**config.mk**
```make
export PLATFORM = sky130hd
export DESIGN_NAME = pic_top
export DESIGN_NICKNAME = d
export VERILOG_FILES = /design/src/design/pic_pkg.sv /design/src/design/pic_top.sv
export SDC_FILE = /design/constraint.sdc
export NUM_CORES = 1
export LEC_CHECK = 0
export BUFFER_PORTS_ARGS = -buffer_cell sky130_fd_sc_hd__buf_2
export CORE_UTILIZATION = 64
export DETAILED_ROUTE_END_ITERATION = 12
export GPL_TIMING_DRIVEN = 1
export PLACE_DENSITY = 0.89
export SETUP_SLACK_MARGIN = 0.2
export SLEW_MARGIN = 10
export SYNTH_ARGS = -nofsm -noshare
export SYNTH_HDL_FRONTEND = slang
export SYNTH_SLANG_ARGS = --single-unit
```
**constraint.sdc**
```tcl
create_clock -name ref_clk -period 136.4 [get_ports ref_clk]
set_clock_uncertainty 0.1 [all_clocks]
set_input_delay 27.28 -clock ref_clk [delete_from_list [all_inputs] [get_ports ref_clk]]
set_output_delay 27.28 -clock ref_clk [all_outputs]
set_load 0.01 [all_outputs]
```
**src/design/pic_pkg.sv**
```systemverilog
package pic_pkg;

    // Register byte addresses (word aligned)
    localparam logic [4:0] ADDR_PRIO_A   = 5'h00;
    localparam logic [4:0] ADDR_PRIO_B   = 5'h04;
    localparam logic [4:0] ADDR_PRIO_C   = 5'h08;
    localparam logic [4:0] ADDR_PRIO_D   = 5'h0C;
    localparam logic [4:0] ADDR_PRIO_E   = 5'h10;
    localparam logic [4:0] ADDR_SENSE    = 5'h14;
    localparam logic [4:0] ADDR_STATUS   = 5'h18;

    localparam int         PRIO_REGS     = 5;
    localparam logic [15:0] PRIO_RESET   = 16'h0000;
    localparam logic [15:0] PRIO_E_MASK  = 16'hFFF0;
    localparam logic [15:0] SENSE_RESET  = 16'h0000;
    localparam logic [15:0] SENSE_WMASK  = 16'h01FF;
    localparam int          SENSE_NONMASKABLE_PIN_LEVEL   = 15;
    localparam int          SENSE_NONMASKABLE_EDGE_SELECT   = 8;

    localparam logic [1:0] RESP_OKAY     = 2'b00;
    localparam logic [1:0] RESP_SLVERR   = 2'b10;

    // Source count: 8 pins, 22 on-chip requests
    localparam int         NUM_PINS      = 8;
    localparam int         NUM_ONCHIP    = 22;
    localparam int         NUM_SRC       = NUM_PINS + NUM_ONCHIP;
    localparam logic [4:0] SRC_NONE      = 5'h1F;

    typedef struct packed {
        logic [31:0] awaddr;
        logic        awvalid;
        logic [31:0] wdata;
        logic [3:0]  wstrb;
        logic        wvalid;
        logic        bready;
        logic [31:0] araddr;
        logic        arvalid;
        logic        rready;
    } pic_axi_req_s;

    typedef struct packed {
        logic        awready;
        logic        wready;
        logic [1:0]  bresp;
        logic        bvalid;
        logic        arready;
        logic [31:0] rdata;
        logic [1:0]  rresp;
        logic        rvalid;
    } pic_axi_rsp_s;

    typedef struct packed {
        logic       req;
        logic [3:0] level;
        logic [4:0] source;
        logic       nmi;
    } pic_cpu_req_s;

endpackage : pic_pkg

```
**src/design/pic_top.sv**
```systemverilog
// How it works
// - Five sixteen bit read/write priority registers
// - Four nibble fields of A to D map pins and groups
// - Nibble zero lowest, all ones highest
// - Shared field gives both modules same level
// - Reset clears priorities; standby keeps them
// - Last register low nibble reads zero
// - Bit 15 shows nonmaskable pin level
// - Bits 14 to 9 read zero
// - Bit 8 picks nonmaskable edge
// - Bits 7..0 pick pin level/edge sensing
// - Reset initialises control; standby keeps it
// - Highest level wins; fixed order breaks ties
// - Signal only if level exceeds cpu mask
// - Request out pin low while request is signalled
// - Cpu takes request at next decode
// - Cpu pushes status and pc first
// - Accepted level copied into cpu mask
// - Level/on-chip: out pin high after acceptance
// - Edge: pin high at replace, unless higher; the code raises it for a cycle after any maskable acceptance unless a nonmaskable edge comes in that cycle
// - Cpu fetches vector, branches undelayed
// - Edge latched once; level only while held
// - On-chip requests are levels until cleared
//
// Local design decisions: the AXI4-Lite interface to the registers and the placing of the registers.
module pic_top
    import pic_pkg::*;
(
    input  wire logic                  ref_clk,
    input  wire logic                  resetn,
    input  wire pic_axi_req_s          axiReq,
    output pic_axi_rsp_s               axiRsp,
    input  wire logic [NUM_PINS-1:0]   extPinN,
    input  wire logic                  nmiPin,
    input  wire logic [NUM_ONCHIP-1:0] onchipReq,
    input  wire logic [3:0]            cpu_mask_level,
    input  wire logic                  cpuAck,
    output pic_cpu_req_s               cpuReq,
    output logic                       request_out_pinN
);

    ////////////////////////////////////////////////////////////////////////////
    // State

    typedef struct packed {
        logic [2:0]                 rstSync;
        logic [NUM_PINS-1:0]        pinMeta;
        logic [NUM_PINS-1:0]        pinSync;
        logic [NUM_PINS-1:0]        pinPrev;
        logic                       nmiMeta;
        logic                       nmiSync;
        logic                       nmiPrev;
        logic [NUM_PINS-1:0]        edgePend;
        logic                       nmiPend;
        logic [PRIO_REGS-1:0][15:0] prio;
        logic [15:0]                sense;
        logic                       awHave;
        logic [4:0]                 awAddr;
        logic                       wHave;
        logic [31:0]                wData;
        logic [3:0]                 wStrb;
        pic_axi_rsp_s               rsp;
        pic_cpu_req_s               cpu;
        logic                       outN;
    } pic_state_s;

    pic_state_s st_r;
    pic_state_s st_nxt;

    // Reset released through two flops; rstSync[0] is the first stage, rstSync[1] the output
    logic rstn;
    assign rstn = st_r.rstSync[1];

    ////////////////////////////////////////////////////////////////////////////
    // Source levels and pending requests

    logic [NUM_SRC-1:0]        pend;
    logic [NUM_SRC-1:0][3:0]   srcLvl;
    logic                      winValid;
    logic [3:0]                winLvl;
    logic [4:0]                winSrc;
    logic [4:0]                i5;

    always_comb begin
        // Pins 0..7: register A then B, high nibble first
        for (int p = 0; p < NUM_PINS; p++) begin
            srcLvl[p] = st_r.prio[p/4][15-4*(p%4) -: 4];
            // Level-sensed pending only while low; edge uses latch
            pend[p] = st_r.sense[7-p] ? st_r.edgePend[p] : ~st_r.pinSync[p];
        end
        // On-chip order: dma0..3, timer0..4 x3, serial0 x3
        for (int q = 0; q < NUM_ONCHIP; q++) begin
            pend[NUM_PINS+q] = onchipReq[q];
        end
        srcLvl[8]  = st_r.prio[2][15:12]; // Shared field
        srcLvl[9]  = st_r.prio[2][15:12];
        srcLvl[10] = st_r.prio[2][11:8];
        srcLvl[11] = st_r.prio[2][11:8];
        srcLvl[12] = st_r.prio[2][7:4];
        srcLvl[13] = st_r.prio[2][3:0];
        srcLvl[14] = st_r.prio[3][15:12];
        srcLvl[15] = st_r.prio[3][11:8];
        srcLvl[16] = st_r.prio[3][7:4];
        srcLvl[17] = st_r.prio[3][3:0];
        srcLvl[18] = st_r.prio[4][15:12];
        srcLvl[19] = st_r.prio[4][11:8];
        srcLvl[20] = st_r.prio[4][11:8];
        srcLvl[21] = st_r.prio[4][7:4];
        srcLvl[22] = st_r.prio[4][7:4];
        for (int q = 23; q < NUM_SRC; q++) begin
            srcLvl[q] = 4'h0;
        end
        // Timer slots 12..26: three per timer, five timers
        for (int q = 0; q < 15; q++) begin
            srcLvl[12+q] = (q < 3)  ? st_r.prio[2][7:4]   :
                           (q < 6)  ? st_r.prio[2][3:0]   :
                           (q < 9)  ? st_r.prio[3][15:12] :
                           (q < 12) ? st_r.prio[3][11:8]  : st_r.prio[3][7:4];
        end
        // Serial0 fills the last three slots; serial1 has no index here
        for (int q = 0; q < 3; q++) begin
            srcLvl[27+q] = st_r.prio[3][3:0];
        end
    end

    // Index map after the loops above:
    // 0..7 pins, 8..11 dma, 12..26 timers, 27..29 serial0 (first three)
    // Only 30 sources exist, so serial0 carries three and serial1 has no slot.
    // Lower index wins ties: fixed default order
    always_comb begin
        winValid = 1'b0;
        winLvl   = 4'h0;
        winSrc   = SRC_NONE;
        i5       = 5'h00;
        for (int s = 0; s < NUM_SRC; s++) begin
            i5 = 5'(s);
            if (pend[s] && (!winValid || srcLvl[s] > winLvl)) begin
                winValid = 1'b1;
                winLvl   = srcLvl[s];
                winSrc   = i5;
            end
        end
    end

    ////////////////////////////////////////////////////////////////////////////
    // Next state

    logic        wrFire;
    logic        rdFire;
    logic [15:0] wr16;
    logic [15:0] rdVal;
    logic        rdHit;
    logic        wrHit;
    logic        accept;
    logic        nmiEdge;
    logic        takeNmi;

    always_comb begin
        st_nxt = st_r;
        st_nxt.rstSync = {st_r.rstSync[1:0], 1'b1};

        // Two-flop synchronisers; first stage read only by second
        st_nxt.pinMeta = extPinN;
        st_nxt.pinSync = st_r.pinMeta;
        st_nxt.pinPrev = st_r.pinSync;
        st_nxt.nmiMeta = nmiPin;
        st_nxt.nmiSync = st_r.nmiMeta;
        st_nxt.nmiPrev = st_r.nmiSync;

        // Nonmaskable edge by polarity
        nmiEdge = st_r.sense[SENSE_NONMASKABLE_EDGE_SELECT] ? (st_r.nmiSync & ~st_r.nmiPrev)
                                         : (~st_r.nmiSync & st_r.nmiPrev);

        // Cpu handshake: ack marks replace of the decoded instruction
        accept  = st_r.cpu.req && cpuAck;
        takeNmi = accept && st_r.cpu.nmi;

        // Edge latches: clear on acceptance, set wins over clear
        for (int p = 0; p < NUM_PINS; p++) begin
            if (accept && !st_r.cpu.nmi && st_r.cpu.source == 5'(p)) begin
                st_nxt.edgePend[p] = 1'b0;
            end
            if (st_r.sense[7-p] && !st_r.pinSync[p] && st_r.pinPrev[p]) begin
                st_nxt.edgePend[p] = 1'b1;
            end
            if (!st_r.sense[7-p]) begin
                st_nxt.edgePend[p] = 1'b0;
            end
        end
        if (takeNmi) begin
            st_nxt.nmiPend = 1'b0;
        end
        if (nmiEdge) begin
            st_nxt.nmiPend = 1'b1;
        end

        // Request to cpu re-evaluated every cycle; masked stays pending
        // Cpu itself pushes status/pc, loads mask, vectors
        if (st_nxt.nmiPend) begin
            st_nxt.cpu = '{req: 1'b1, level: 4'hF, source: SRC_NONE, nmi: 1'b1};
        end else if (winValid && winLvl > cpu_mask_level && !accept) begin
            st_nxt.cpu = '{req: 1'b1, level: winLvl, source: winSrc, nmi: 1'b0};
        end else begin
            st_nxt.cpu = '{req: 1'b0, level: 4'h0, source: SRC_NONE, nmi: 1'b0};
        end
        // Inverse of the cpu request, same timing; released after acceptance
        st_nxt.outN = ~st_nxt.cpu.req;

        // AXI write: address and data taken in either order
        if (axiReq.awvalid && st_r.rsp.awready) begin
            st_nxt.awHave = 1'b1;
            st_nxt.awAddr = axiReq.awaddr[4:0];
        end
        if (axiReq.wvalid && st_r.rsp.wready) begin
            st_nxt.wHave = 1'b1;
            st_nxt.wData = axiReq.wdata;
            st_nxt.wStrb = axiReq.wstrb;
        end
        st_nxt.rsp.awready = !st_nxt.awHave && !st_r.rsp.bvalid;
        st_nxt.rsp.wready  = !st_nxt.wHave && !st_r.rsp.bvalid;

        wrFire = st_r.awHave && st_r.wHave && !st_r.rsp.bvalid;
        wrHit  = 1'b0;
        wr16   = 16'h0000;
        for (int r = 0; r < PRIO_REGS; r++) begin
            if (wrFire && st_r.awAddr == 5'(4*r)) begin
                wrHit = 1'b1;
                wr16 = st_r.prio[r];
                if (st_r.wStrb[0]) wr16[7:0] = st_r.wData[7:0];
                if (st_r.wStrb[1]) wr16[15:8] = st_r.wData[15:8];
                // Reserved nibble forced to zero
                st_nxt.prio[r] = (r == PRIO_REGS-1) ? (wr16 & PRIO_E_MASK) : wr16;
            end
        end
        if (wrFire && st_r.awAddr == ADDR_SENSE) begin
            wrHit = 1'b1;
            wr16 = st_r.sense;
            if (st_r.wStrb[0]) wr16[7:0] = st_r.wData[7:0];
            if (st_r.wStrb[1]) wr16[15:8] = st_r.wData[15:8];
            st_nxt.sense = wr16 & SENSE_WMASK;
        end
        if (wrFire) begin
            st_nxt.awHave = 1'b0;
            st_nxt.wHave  = 1'b0;
            st_nxt.rsp.bvalid = 1'b1;
            st_nxt.rsp.bresp  = wrHit ? RESP_OKAY : RESP_SLVERR;
        end else if (st_r.rsp.bvalid && axiReq.bready) begin
            st_nxt.rsp.bvalid = 1'b0;
        end

        // AXI read
        rdHit = 1'b1;
        rdVal = 16'h0000;
        unique case (axiReq.araddr[4:0])
            ADDR_PRIO_A: rdVal = st_r.prio[0];
            ADDR_PRIO_B: rdVal = st_r.prio[1];
            ADDR_PRIO_C: rdVal = st_r.prio[2];
            ADDR_PRIO_D: rdVal = st_r.prio[3];
            ADDR_PRIO_E: rdVal = st_r.prio[4] & PRIO_E_MASK;
            ADDR_SENSE:  rdVal = {st_r.nmiSync, 6'h00, st_r.sense[8:0]};
            ADDR_STATUS: rdVal = {st_r.cpu.req, st_r.cpu.nmi, 1'b0, st_r.cpu.source,
                                  st_r.cpu.level, st_r.nmiPend, 3'h0};
            default:     rdHit = 1'b0;
        endcase
        if (axiReq.araddr[31:5] != 27'h0 || axiReq.araddr[1:0] != 2'h0) begin
            rdHit = 1'b0;
        end
        rdFire = axiReq.arvalid && st_r.rsp.arready;
        if (rdFire) begin
            st_nxt.rsp.rvalid  = 1'b1;
            st_nxt.rsp.rdata   = {16'h0000, rdVal};
            st_nxt.rsp.rresp   = rdHit ? RESP_OKAY : RESP_SLVERR;
            st_nxt.rsp.arready = 1'b0;
        end else if (st_r.rsp.rvalid && axiReq.rready) begin
            st_nxt.rsp.rvalid  = 1'b0;
            st_nxt.rsp.arready = 1'b1;
        end
        // Address ready whenever no read answer is waiting
        st_nxt.rsp.arready = !st_nxt.rsp.rvalid;
    end

    ////////////////////////////////////////////////////////////////////////////
    // Registers

    always_ff @(posedge ref_clk or negedge resetn) begin
        if (!resetn) begin
            st_r            <= '0;
            st_r.outN       <= 1'b1;
            st_r.pinMeta    <= '1;
            st_r.pinSync    <= '1;
            st_r.pinPrev    <= '1;
            st_r.cpu.source <= SRC_NONE;
        end else if (!rstn) begin
            st_r          <= '0;
            st_r.rstSync  <= st_nxt.rstSync;
            st_r.prio     <= '{default: PRIO_RESET};
            st_r.sense    <= SENSE_RESET;
            st_r.outN     <= 1'b1;
            st_r.pinMeta  <= '1;
            st_r.pinSync  <= '1;
            st_r.pinPrev  <= '1;
            st_r.cpu.source <= SRC_NONE;
            st_r.nmiMeta  <= nmiPin;
        end else begin
            st_r <= st_nxt;
        end
    end

    assign axiRsp           = st_r.rsp;
    assign cpuReq           = st_r.cpu;
    assign request_out_pinN = st_r.outN;

endmodule : pic_top

```
* Word level (Yosys, flattened, before mapping) *
Cells that the tools add are included.
W data, S select, Z words.

storage, ports and cells
  register bits after elaboration = 205
  bits of input ports = 143
  output and inout port bits = 53
  logic and storage cells = 452

operators by class
  magnitude comparators = 30
  equal/unequal tests = 39
  multiplexer cells = 159
  bitwise logic cells = 13
  reduce and logical (&&, ||, !) cells = 164

operator list
  operator              number
  $mux W228             1
  $mux W5               30
  $gt A4 B4 Y1          30
  $mux W4               30
  $pmux W16 S7          1
  $mux W16              6
  $mux W1               80
  $logic_and A1 B1 Y1   73
  $logic_not A1 Y1      43
  $mux W37              1
  $mux W34              1
  $ne A4 B2 Y1 const B  8
  $eq A5 B3 Y1 const B  6
  $logic_or A1 B1 Y1    30
  $reduce_bool A27 Y1   1
  $eq A5 B5 Y1 const B  5
  $mux W8               3
  $reduce_and A2 Y1     12
  $mux W11              2
  $eq A5 B4 Y1 const B  4
  $ne A2 B1 Y1 const B  10
  $logic_not A5 Y1      3
  $not A1 Y1            11
  $eq A5 B2 Y1 const B  2
  8 further kinds       12

* Depth between registers and ports, before layout *
Gate-level depths: netlist (run 1).

  word-level depth = 126
  mapped depth = 284
  gate-level depth less buffers = 277

* Least setup slack after synthesis (run 1) *
OpenSTA, ideal clock, no wires.

  path type = input port to flip-flop
  from = input onchipReq[0]
  to = register st_r (netlist bit cpuReq[4])
  data arrival time = 62681 ps
  path slack = 73524 ps
  cell stages on the path = 197
  path buffers = 5
  cell sequence = o311ai_4 -> mux2i_1 -> ha_1 -> a21oi_1 -> nor2_1 -> a32o_1 -> nand3_1 -> o211ai_1 -> o22ai_1 -> nand2_1 -> nand2_1 -> mux2_2 -> ha_1 -> a21oi_1 -> a21oi_1 -> o21ai_0 -> o221ai_1 -> nand2_1 -> [... 161 more ...] -> nand2b_1 -> a21oi_1 -> a41oi_1 -> o21ai_0 -> and2_1 -> clkbuf_1 -> and2_1 -> buf_6 -> mux2_4 -> ha_1 -> nor2b_1 -> o21ai_0 -> nand2b_1 -> a21oi_1 -> nor3_1 -> and2_1 -> and2_1 -> o2111ai_1

between the ends
  cells in the longest elaborated chain, start to end = 92

RTL lines
  item                                                     RTL line        source
  from (decl)                                              pic_top.sv:35   input wire logic [NUM_ONCHIP-1:0] onchipReq,
  $logic_and A1 B1 Y1 *                                    pic_top.sv:137  if (pend[s] && (!winValid || srcLvl[s] > winLvl)) begin
  $mux W4 / $mux W1 (equally long branches)                pic_top.sv:137
  $gt A4 B4 Y1 / $logic_not A1 Y1 (equally long branches)  pic_top.sv:137
  $logic_or A1 B1 Y1                                       pic_top.sv:137
  $logic_and A1 B1 Y1                                      pic_top.sv:137
  $mux W4 / $mux W1 (equally long branches)                pic_top.sv:137
  $gt A4 B4 Y1 / $logic_not A1 Y1 (equally long branches)  pic_top.sv:137
  $logic_or A1 B1 Y1                                       pic_top.sv:137
  [... 75 more ...]                                        n/a
  $logic_or A1 B1 Y1                                       pic_top.sv:137
  $logic_and A1 B1 Y1                                      pic_top.sv:137
  $mux W4                                                  pic_top.sv:137
  $gt A4 B4 Y1                                             pic_top.sv:201  end else if (winValid && winLvl > cpu_mask_level && !accept) begin
  $logic_and A1 B1 Y1 (2 in series)                        pic_top.sv:201
  $mux W11 *                                               pic_top.sv:201
  $mux W11 *                                               pic_top.sv:199  if (st_nxt.nmiPend) begin
  $mux W228 *                                              pic_top.sv:293  end else if (!rstn) begin
  to (signal assigned)                                     pic_top.sv:305  st_r <= st_nxt;
  to (decl)                                                pic_top.sv:67   pic_state_s st_r;

Every way passes the cells marked *; elsewhere a longest branch is shown, timed or not.
A chain may end at the register's enable or synchronous reset.

* Worst setup path after layout (run 1) *
Ends and elaborated chain as after synthesis.

==> results of run 1 <==
path summary, 6_finish.rpt:
path,end,slack [ns],cells past startpoint
setup / recovery,cpuReq[4]$_DFF_PN1_,67.65,191
hold / removal,rstn$_DFF_PN0_,0.26,0
setup reg to reg,cpuReq[4]$_DFF_PN1_,81.85,249
hold reg to reg,rstn$_DFF_PN0_,0.26,0
max in group asynchronous,rstn$_DFF_PN0_,107.70,2
min in group asynchronous,st_r[195]$_DFFE_PN0P_,26.81,1
metrics by stage:
stage | std cells | setup slack [ns] | hold slack (ns) | util, % | power [mW]
floorplan | 1779 | 73.52 | 0.231 | - | 0.278
global placement | 2114 | 68.93 | 0.234 | 68.3 | 0.311
detailed placement | 2114 | 67.86 | 0.237 | 68.3 | 0.323
CTS | 2146 | 68.14 | 0.253 | 70.8 | 0.371
global route | 2146 | 64.30 | 0.262 | 70.8 | 0.409
finish | 2146 | 67.65 | 0.256 | 70.8 | 0.376
cell usage after synthesis (all sizes together), types with 8 or more instances:
master / number
ha: 98
nand2b: 54
dfstp: 30
o21ai: 122
o21a: 12
a31o: 8
a21oi: 86
or2: 10
a21o: 19
a21boi: 32
buf: 61
mux2: 74
o31ai: 13
nor2: 90
nor3: 21
inv: 111
and3: 16
nand2: 216
a211oi: 17
nor2b: 65
a221oi: 15
nor4: 19
nor3b: 10
clkbuf: 56
mux2i: 80
nand3: 52
or3: 11
dfrtp: 152
o211ai: 8
a31oi: 16
and2: 37
nand4: 13
routing by layer:
layer,part of all wire [%],global-route usage [%],up-vias
met5,0,0,-
met1,41,45.6,6539
li1,-,-,6445
met3,8.4,5.67,169
met4,5.3,15.4,0
met2,46,58.3,795
power by group:
| group | leakage (nW) | internal [mW] | switching [mW] |
|---|---|---|---|
| Combinational | 4.63 | 0.111 | 0.158 |
| Clock | 0.280 | 0.0259 | 0.0219 |
| Sequential | 2.41 | 0.0567 | 0.00232 |
| Total | 7.32 | 0.193 | 0.183 |
flip-flops by register name (all words and copies together), names as in the netlist:
register and flops:
st_r 63, st_nxt 19, srcLvl 64, cpuReq 11
rstn 1, axiRsp 23, request_out_pinN 1
cell families after synthesis:
group	synth area share [%]
and+or+nand+nor	21.7
AOI/OAI and AO/OA	21.6
buffers and inverters	7.09
DFF	30.4
muxes	10.9
adders and majority gates	8.18
other	0.0496
xor gates and xnor gates	0.0579
cell type report:
cell class	instances	share of cell area (%)
Clock buffer	19	2.73
Tap cell	313	2.41
Clock inverter	13	0.748
Multi-Input combinational cell	1369	58.8
Timing Repair Buffer	139	4.44
Inverter	111	2.57
Sequential cell	182	28.3
critical path, delay by kind of cell:
kind | cells | cell delay (ns)
adders and majority gates | 23 | 6.35
muxes | 19 | 6.60
AOI/OAI and AO/OA | 82 | 18.73
and+or+nand+nor | 50 | 8.62
buffers and inverters | 17 | 1.38
==> key figures, run 1 <==
Timing
  – Final Hold Viols: 0
  – Max_slew headroom: between 20 and 30%
  – Unrepaired setup endpoints after global routing: false
  – Crit share post-route: approximately half
  – Setup TNS Final: 0 ns
  – Worst-margin pin slew: 1.08 ns
  – Setup violators final: 0
  – Final Slew Violations: 0
  – FMAX: around 15 MHz
  – Tmin final: just under 70 ns

Worst setup path
  – Max FO, Critical Path: 16
  – Setup crit end kind: register
  – Critical Path Source: onchipReq[0]
  – Most frequent cell on the critical path: ha_1
  – Worst setup SP type: input port
  – Max incr delay on CP: ~0.9 ns
  – Worst reg2reg startpoint: st_r[103]$_DFFE_PN0P_
  – CP Class: in -> reg
  – CP arrival: 69.00 ns
  – Critical Path Slowest Stage Cell: a211oi_2
  – Required @ worst endpoint: around 140 ns

Detailed routing
  – Remaining DRCs: 0
  – First-pass DRT Iterations: 6
  – Drt via density: ~6.5
  – Routed wire per std cell: roughly 20 um
  – Vias: around 14000
  – Total wire length: roughly 43000 um
  – Post-DRT Antenna Nets: 0
  – Initial drt markers: approximately 1500

Synth
  – Dominant synthesized flop cell: dfrtp_1
  – Synth unique cells: approximately 110
  – Post-synthesis sequential area ratio: between 30% and 40%
  – Syn avg cell area: 8.59 sq um
  – Number of synthesized flops with an enable pin: 0
  – Mapped Cells: between 1500 and 2000
  – Area leader, netlist: dfrtp_1
  – Async SR Flop Fraction: between 90% and 100%
  – Post-Syn Area: between 15000 and 20000 sq um
  – Yosys Warn Count: 0
  – Post-synth top area share: 25.1%
  – Area contributors post-synth: dfrtp_1, ha_1, nand2_1
  – Yosys reg bits: about 180

Layout
  – Inserted Diodes: 0
  – Design Area, Final: 16200 sq um
  – Layout fillers: 1758
  – Nets: ~2000
  – Most frequent cells in the layout: nand2_1, dfrtp_1, buf_2
  – Multi-input gate area: 9530 sq um
  – Layout area overhead: 7.21%
  – Share of layout cells above drive strength 1: a little under a fifth
  – FF/Latch Area: ~4600 sq um
  – Commonest non-fill, non-tap cell in the layout: nand2_1

Floorplan
  – Die width: between 150 and 200 um
  – Placement row count: 55
  – Initial core utilization: between 60% and 70%
  – Placeable Area: 22900 sq um
  – Die ar.: about 24000 sq um
  – IO Pins: 196
  – Die height: 156 um

Global route
  – GRT Total Usage: a little over a third
  – Global-route wire length before repair: approximately 67000 um
  – Largest net degree at the start of global routing: between 100 and 150
  – Gr ovfl total: 0
  – Initial antenna violation count: 0
  – Vias in the first global route: ~13000

CTS
  – CTS Root Cell: clkbuf_16
  – Cts repair resizes: 0
  – Clock Latency Late Sink: approximately 0.44 ns
  – Hold_buf cts: 0
  – Clock transition at path regs: around 0.07 ns
  – Maximum clock path buffer count: 2
  – Post-CTS setup buffer count: 0
  – # clock sinks: 182
  – TritonCTS clock tree: yes
  – H-tree Lvls: 4
  – Num CTS Buffers: 17

Hold path
  – Hold Crit Class: reg -> reg
  – Hold Path Origin: st_nxt[229]$_DFF_PN0_

Placed design
  – DP HPWL: between 30000 and 40000 um
  – Cell Area, Placed: ~16000 sq um
  – RePlAce Congestion: slightly below 1
  – # port buffers: about 130

Power and ir drop
  – Static power due to leakage: roughly 7.3 nW
  – VDD IR-drop max: roughly 0.041 mV
  – Power Density: 23.2 nW/um^2

Status
  – Status: finished clean

Run
  – Max-cap violations: 0
Note: power is estimated with default switching activity, not from simulation.
==> run 2, diff against run 1 <==
--- a/config.mk
+++ b/config.mk
@@ -5,11 +5,12 @@
 export SDC_FILE = /design/constraint.sdc
 export NUM_CORES = 1
 export LEC_CHECK = 0
+export ABC_AREA = 1
 export BUFFER_PORTS_ARGS = -buffer_cell sky130_fd_sc_hd__buf_2
-export CORE_UTILIZATION = 64
+export CORE_UTILIZATION = 53
 export DETAILED_ROUTE_END_ITERATION = 12
 export GPL_TIMING_DRIVEN = 1
-export PLACE_DENSITY = 0.89
+export PLACE_DENSITY = 0.8
 export SETUP_SLACK_MARGIN = 0.2
 export SLEW_MARGIN = 10
 export SYNTH_ARGS = -nofsm -noshare
==> constraint.sdc (replaced) <==
create_clock -name ref_clk -period 57.4 [get_ports ref_clk]
set_clock_uncertainty 0.1 [all_clocks]
set_input_delay 11.48 -clock ref_clk [delete_from_list [all_inputs] [get_ports ref_clk]]
set_output_delay 11.48 -clock ref_clk [all_outputs]
set_load 0.01 [all_outputs]
==> key figures, run 2 <==
Detailed routing
  – Routed length on met3: 2810 um (was 3600 um)
  – Post-DRT Antenna Nets: 0 (unchanged)
  – Highest Signal Layer: met4 (unchanged)
  – Vias: 12400 (was 13900)
  – Drt via density: 5.60 (was 6.50)
  – Met1 Wirelength: 15500 um (was 17300 um)
  – Routed wire per std cell: 16.4 um (was 19.8 um)
  – Total wire length: 36100 um (was 42600 um)
  – Initial drt markers: 1120 (was 1469)
  – First-pass DRT Iterations: 5 (was 6)
  – Met2 WL: 16300 um (was 19500 um)
  – Remaining DRCs: 0 (unchanged)

Run
  – Max-cap violations: 0 (unchanged)

Synth
  – Area contributors post-synth: dfrtp_1, nand2_1, ha_1 (was dfrtp_1, ha_1, nand2_1)
  – Synth unique cells: 55 (was 113)
  – Most common cell in the netlist: nand2_1 (unchanged)
  – Yosys reg bits: 182 (unchanged)
  – Post-synth top cells: nand2_1, inv_1, o21ai_0 (was nand2_1, dfrtp_1, o21ai_0)
  – Dominant synthesized flop cell: dfrtp_1 (unchanged)
  – Post-Syn Area: 13100 sq um (was 15100 sq um)
  – Post-synth top area share: 29.1% (was 25.1%)
  – Yosys Warn Count: 0 (unchanged)
  – Syn avg cell area: 7.33 sq um (was 8.59 sq um)
  – Mapped Cells: 1785 (was 1762)
  – Async SR Flop Fraction: 100% (unchanged)
  – Post-synthesis sequential area ratio: 35.1% (was 30.4%)
  – Area leader, netlist: dfrtp_1 (unchanged)
  – Number of synthesized flops with an enable pin: 0 (unchanged)

Timing
  – Final hold slack: 0.257 ns (was 0.256 ns)
  – Setup TNS Final: 0 ns (unchanged)
  – Final Hold Viols: 0 (unchanged)
  – Crit share post-route: about two thirds
  – PnR worst setup slack: 19.71 ns (was 67.65 ns)
  – Final Slew Violations: 0 (unchanged)
  – Setup violators final: 0 (unchanged)
  – Unrepaired setup endpoints after global routing: false (unchanged)
  – FMAX: ~27 MHz
  – Tmin final: between 30 and 40 ns
  – Max_slew headroom: 24.2% (was 27.6%)
  – Worst-margin pin slew: 1.14 ns (was 1.08 ns)

Placed design
  – DP HPWL: 27900 um (was 32600 um)
  – RePlAce Congestion: 1.01 (was 0.963)
  – Cell Area, Placed: 13700 sq um (was 15700 sq um)
  – # port buffers: 132 (unchanged)
  – Place WS: 19.47 ns (was 67.86 ns)

CTS
  – H-tree Lvls: 4 (unchanged)
  – TritonCTS clock tree: yes (unchanged)
  – Clock Latency Late Sink: 0.44 ns (about the same)
  – Num CTS Buffers: 17 (unchanged)
  – Maximum clock path buffer count: 2 (unchanged)
  – Cts repair resizes: 0 (unchanged)
  – # clock sinks: 182 (unchanged)
  – Hold_buf cts: 0 (unchanged)
  – CTS Root Cell: clkbuf_16 (unchanged)
  – Clock transition at path regs: 0.08 ns (was 0.07 ns)
  – Post-CTS setup buffer count: 0 (unchanged)

Floorplan
  – Die height: 159 um (was 156 um)
  – Die width: 159 um (was 156 um)
  – IO Pins: 196 (unchanged)
  – Die ar.: 25300 sq um (was 24300 sq um)
  – Placeable Area: 24200 sq um (was 22900 sq um)
  – Initial core utilization: 54.0% (was 66.0%)
  – Placement row count: 57 (was 55)

Global route
  – Initial antenna violation count: 3 (was 0)
  – Global-route wire length before repair: 58400 um (was 67200 um)
  – Largest net degree at the start of global routing: 87 (was 125)
  – Vias in the first global route: 11600 (was 13000)
  – GRT Total Usage: 29.1% (was 35.2%)
  – Gr ovfl total: 0 (unchanged)

Worst setup path
  – Max FO, Critical Path: 15 (was 16)
  – CP Class: in -> reg (unchanged)
  – Worst setup SP type: input port (unchanged)
  – Required @ worst endpoint: 57.66 ns (was 136.65 ns)
  – CP arrival: 37.95 ns (was 69.00 ns)
  – Most frequent cell on the critical path: nand2_1 (was ha_1)
  – Setup crit end kind: register (unchanged)
  – Max incr delay on CP: 0.50 ns (was 0.91 ns)
  – Critical Path Slowest Stage Cell: nor3_1 (was a211oi_2)

Layout
  – Share of layout cells above drive strength 1: 15.9% (was 18.5%)
  – Max reg flops: 64 (unchanged)
  – Layout area overhead: 9.26% (was 7.21%)
  – Most frequent cells in the layout: nand2_1, inv_1, o21ai_0 (was nand2_1, dfrtp_1, buf_2)
  – Nets: 2106 (was 2061)
  – Commonest non-fill, non-tap cell in the layout: nand2_1 (unchanged)
  – Design Area, Final: 14300 sq um (was 16200 sq um)

Status
  – Status: finished clean (unchanged)

Hold path
  – Hold Crit Class: reg -> reg (unchanged)
-- run 2: per-layer routing --
| layer | GRT usage (%) | vias up |
|---|---|---|
| met5 | 0 | - |
| met4 | 12.5 | 0 |
| met3 | 5.26 | 86 |
| met2 | 47.2 | 482 |
| met1 | 38.2 | 5724 |
| li1 | - | 6060 |
-- run 2: worst max-delay path: cells and delay by family --
| family | cells | cell delay [ns] |
|---|---|---|
| adder cells (fa/ha/maj) | 22 | 7.14 |
| AND/OR/NAND/NOR | 126 | 10.58 |
| AO/OA/AOI/OAI | 41 | 7.02 |
| buffers and inverters | 29 | 1.62 |
-- run 2: final timing paths --
| path | depth (start not counted) | end | from | slack, ns |
|---|---|---|---|---|
| max in group asynchronous | 3 | cpuReq[0]$_DFF_PN0_ | resetn | 44.37 |
| max reg2reg | 295 | cpuReq[5]$_DFF_PN1_ | st_r[103]$_DFFE_PN0P_ | 20.44 |
| min in group asynchronous | 1 | srcLvl[3]$_DFFE_PN0P_ | resetn | 10.86 |
| min reg2reg | 0 | rstn$_DFF_PN0_ | st_nxt[229]$_DFF_PN0_ | 0.26 |
| min | 0 | rstn$_DFF_PN0_ | st_nxt[229]$_DFF_PN0_ | 0.26 |
| max | 218 | cpuReq[5]$_DFF_PN1_ | onchipReq[0] | 19.71 |
-- run 2: area by class of cell --
cell class	count	area, sq um
fillers	2210	9950
multi-input cells	1290	7050
flip-flops and latches	182	4590
inverters	237	916
repair buffers	137	704
clock buffers	17	425
well taps	324	405
clock inverters	15	199
diodes	3	7.51
-- run 2: per-stage QoR --
stage	utilization, %	std cells
floorplan	-	1802
global placement	56.4	2170
detailed placement	56.4	2170
CTS	58.9	2202
global route	58.9	2202
finish	59.0	2205
-- run 2: cell families after synthesis --
kind of cell	count (synthesis)	synth area share [%]
and+or+nand+nor	799	27.7
AOI/OAI and AO/OA	374	16.2
buffers and inverters	330	11.5
DFF	182	35.1
adders and majority gates	98	9.37
other	2	0.0574
Power of run 2 is left out: the tool's default activity adds up to more than one toggle a clock period on the data nets, which glitch-free logic cannot reach.
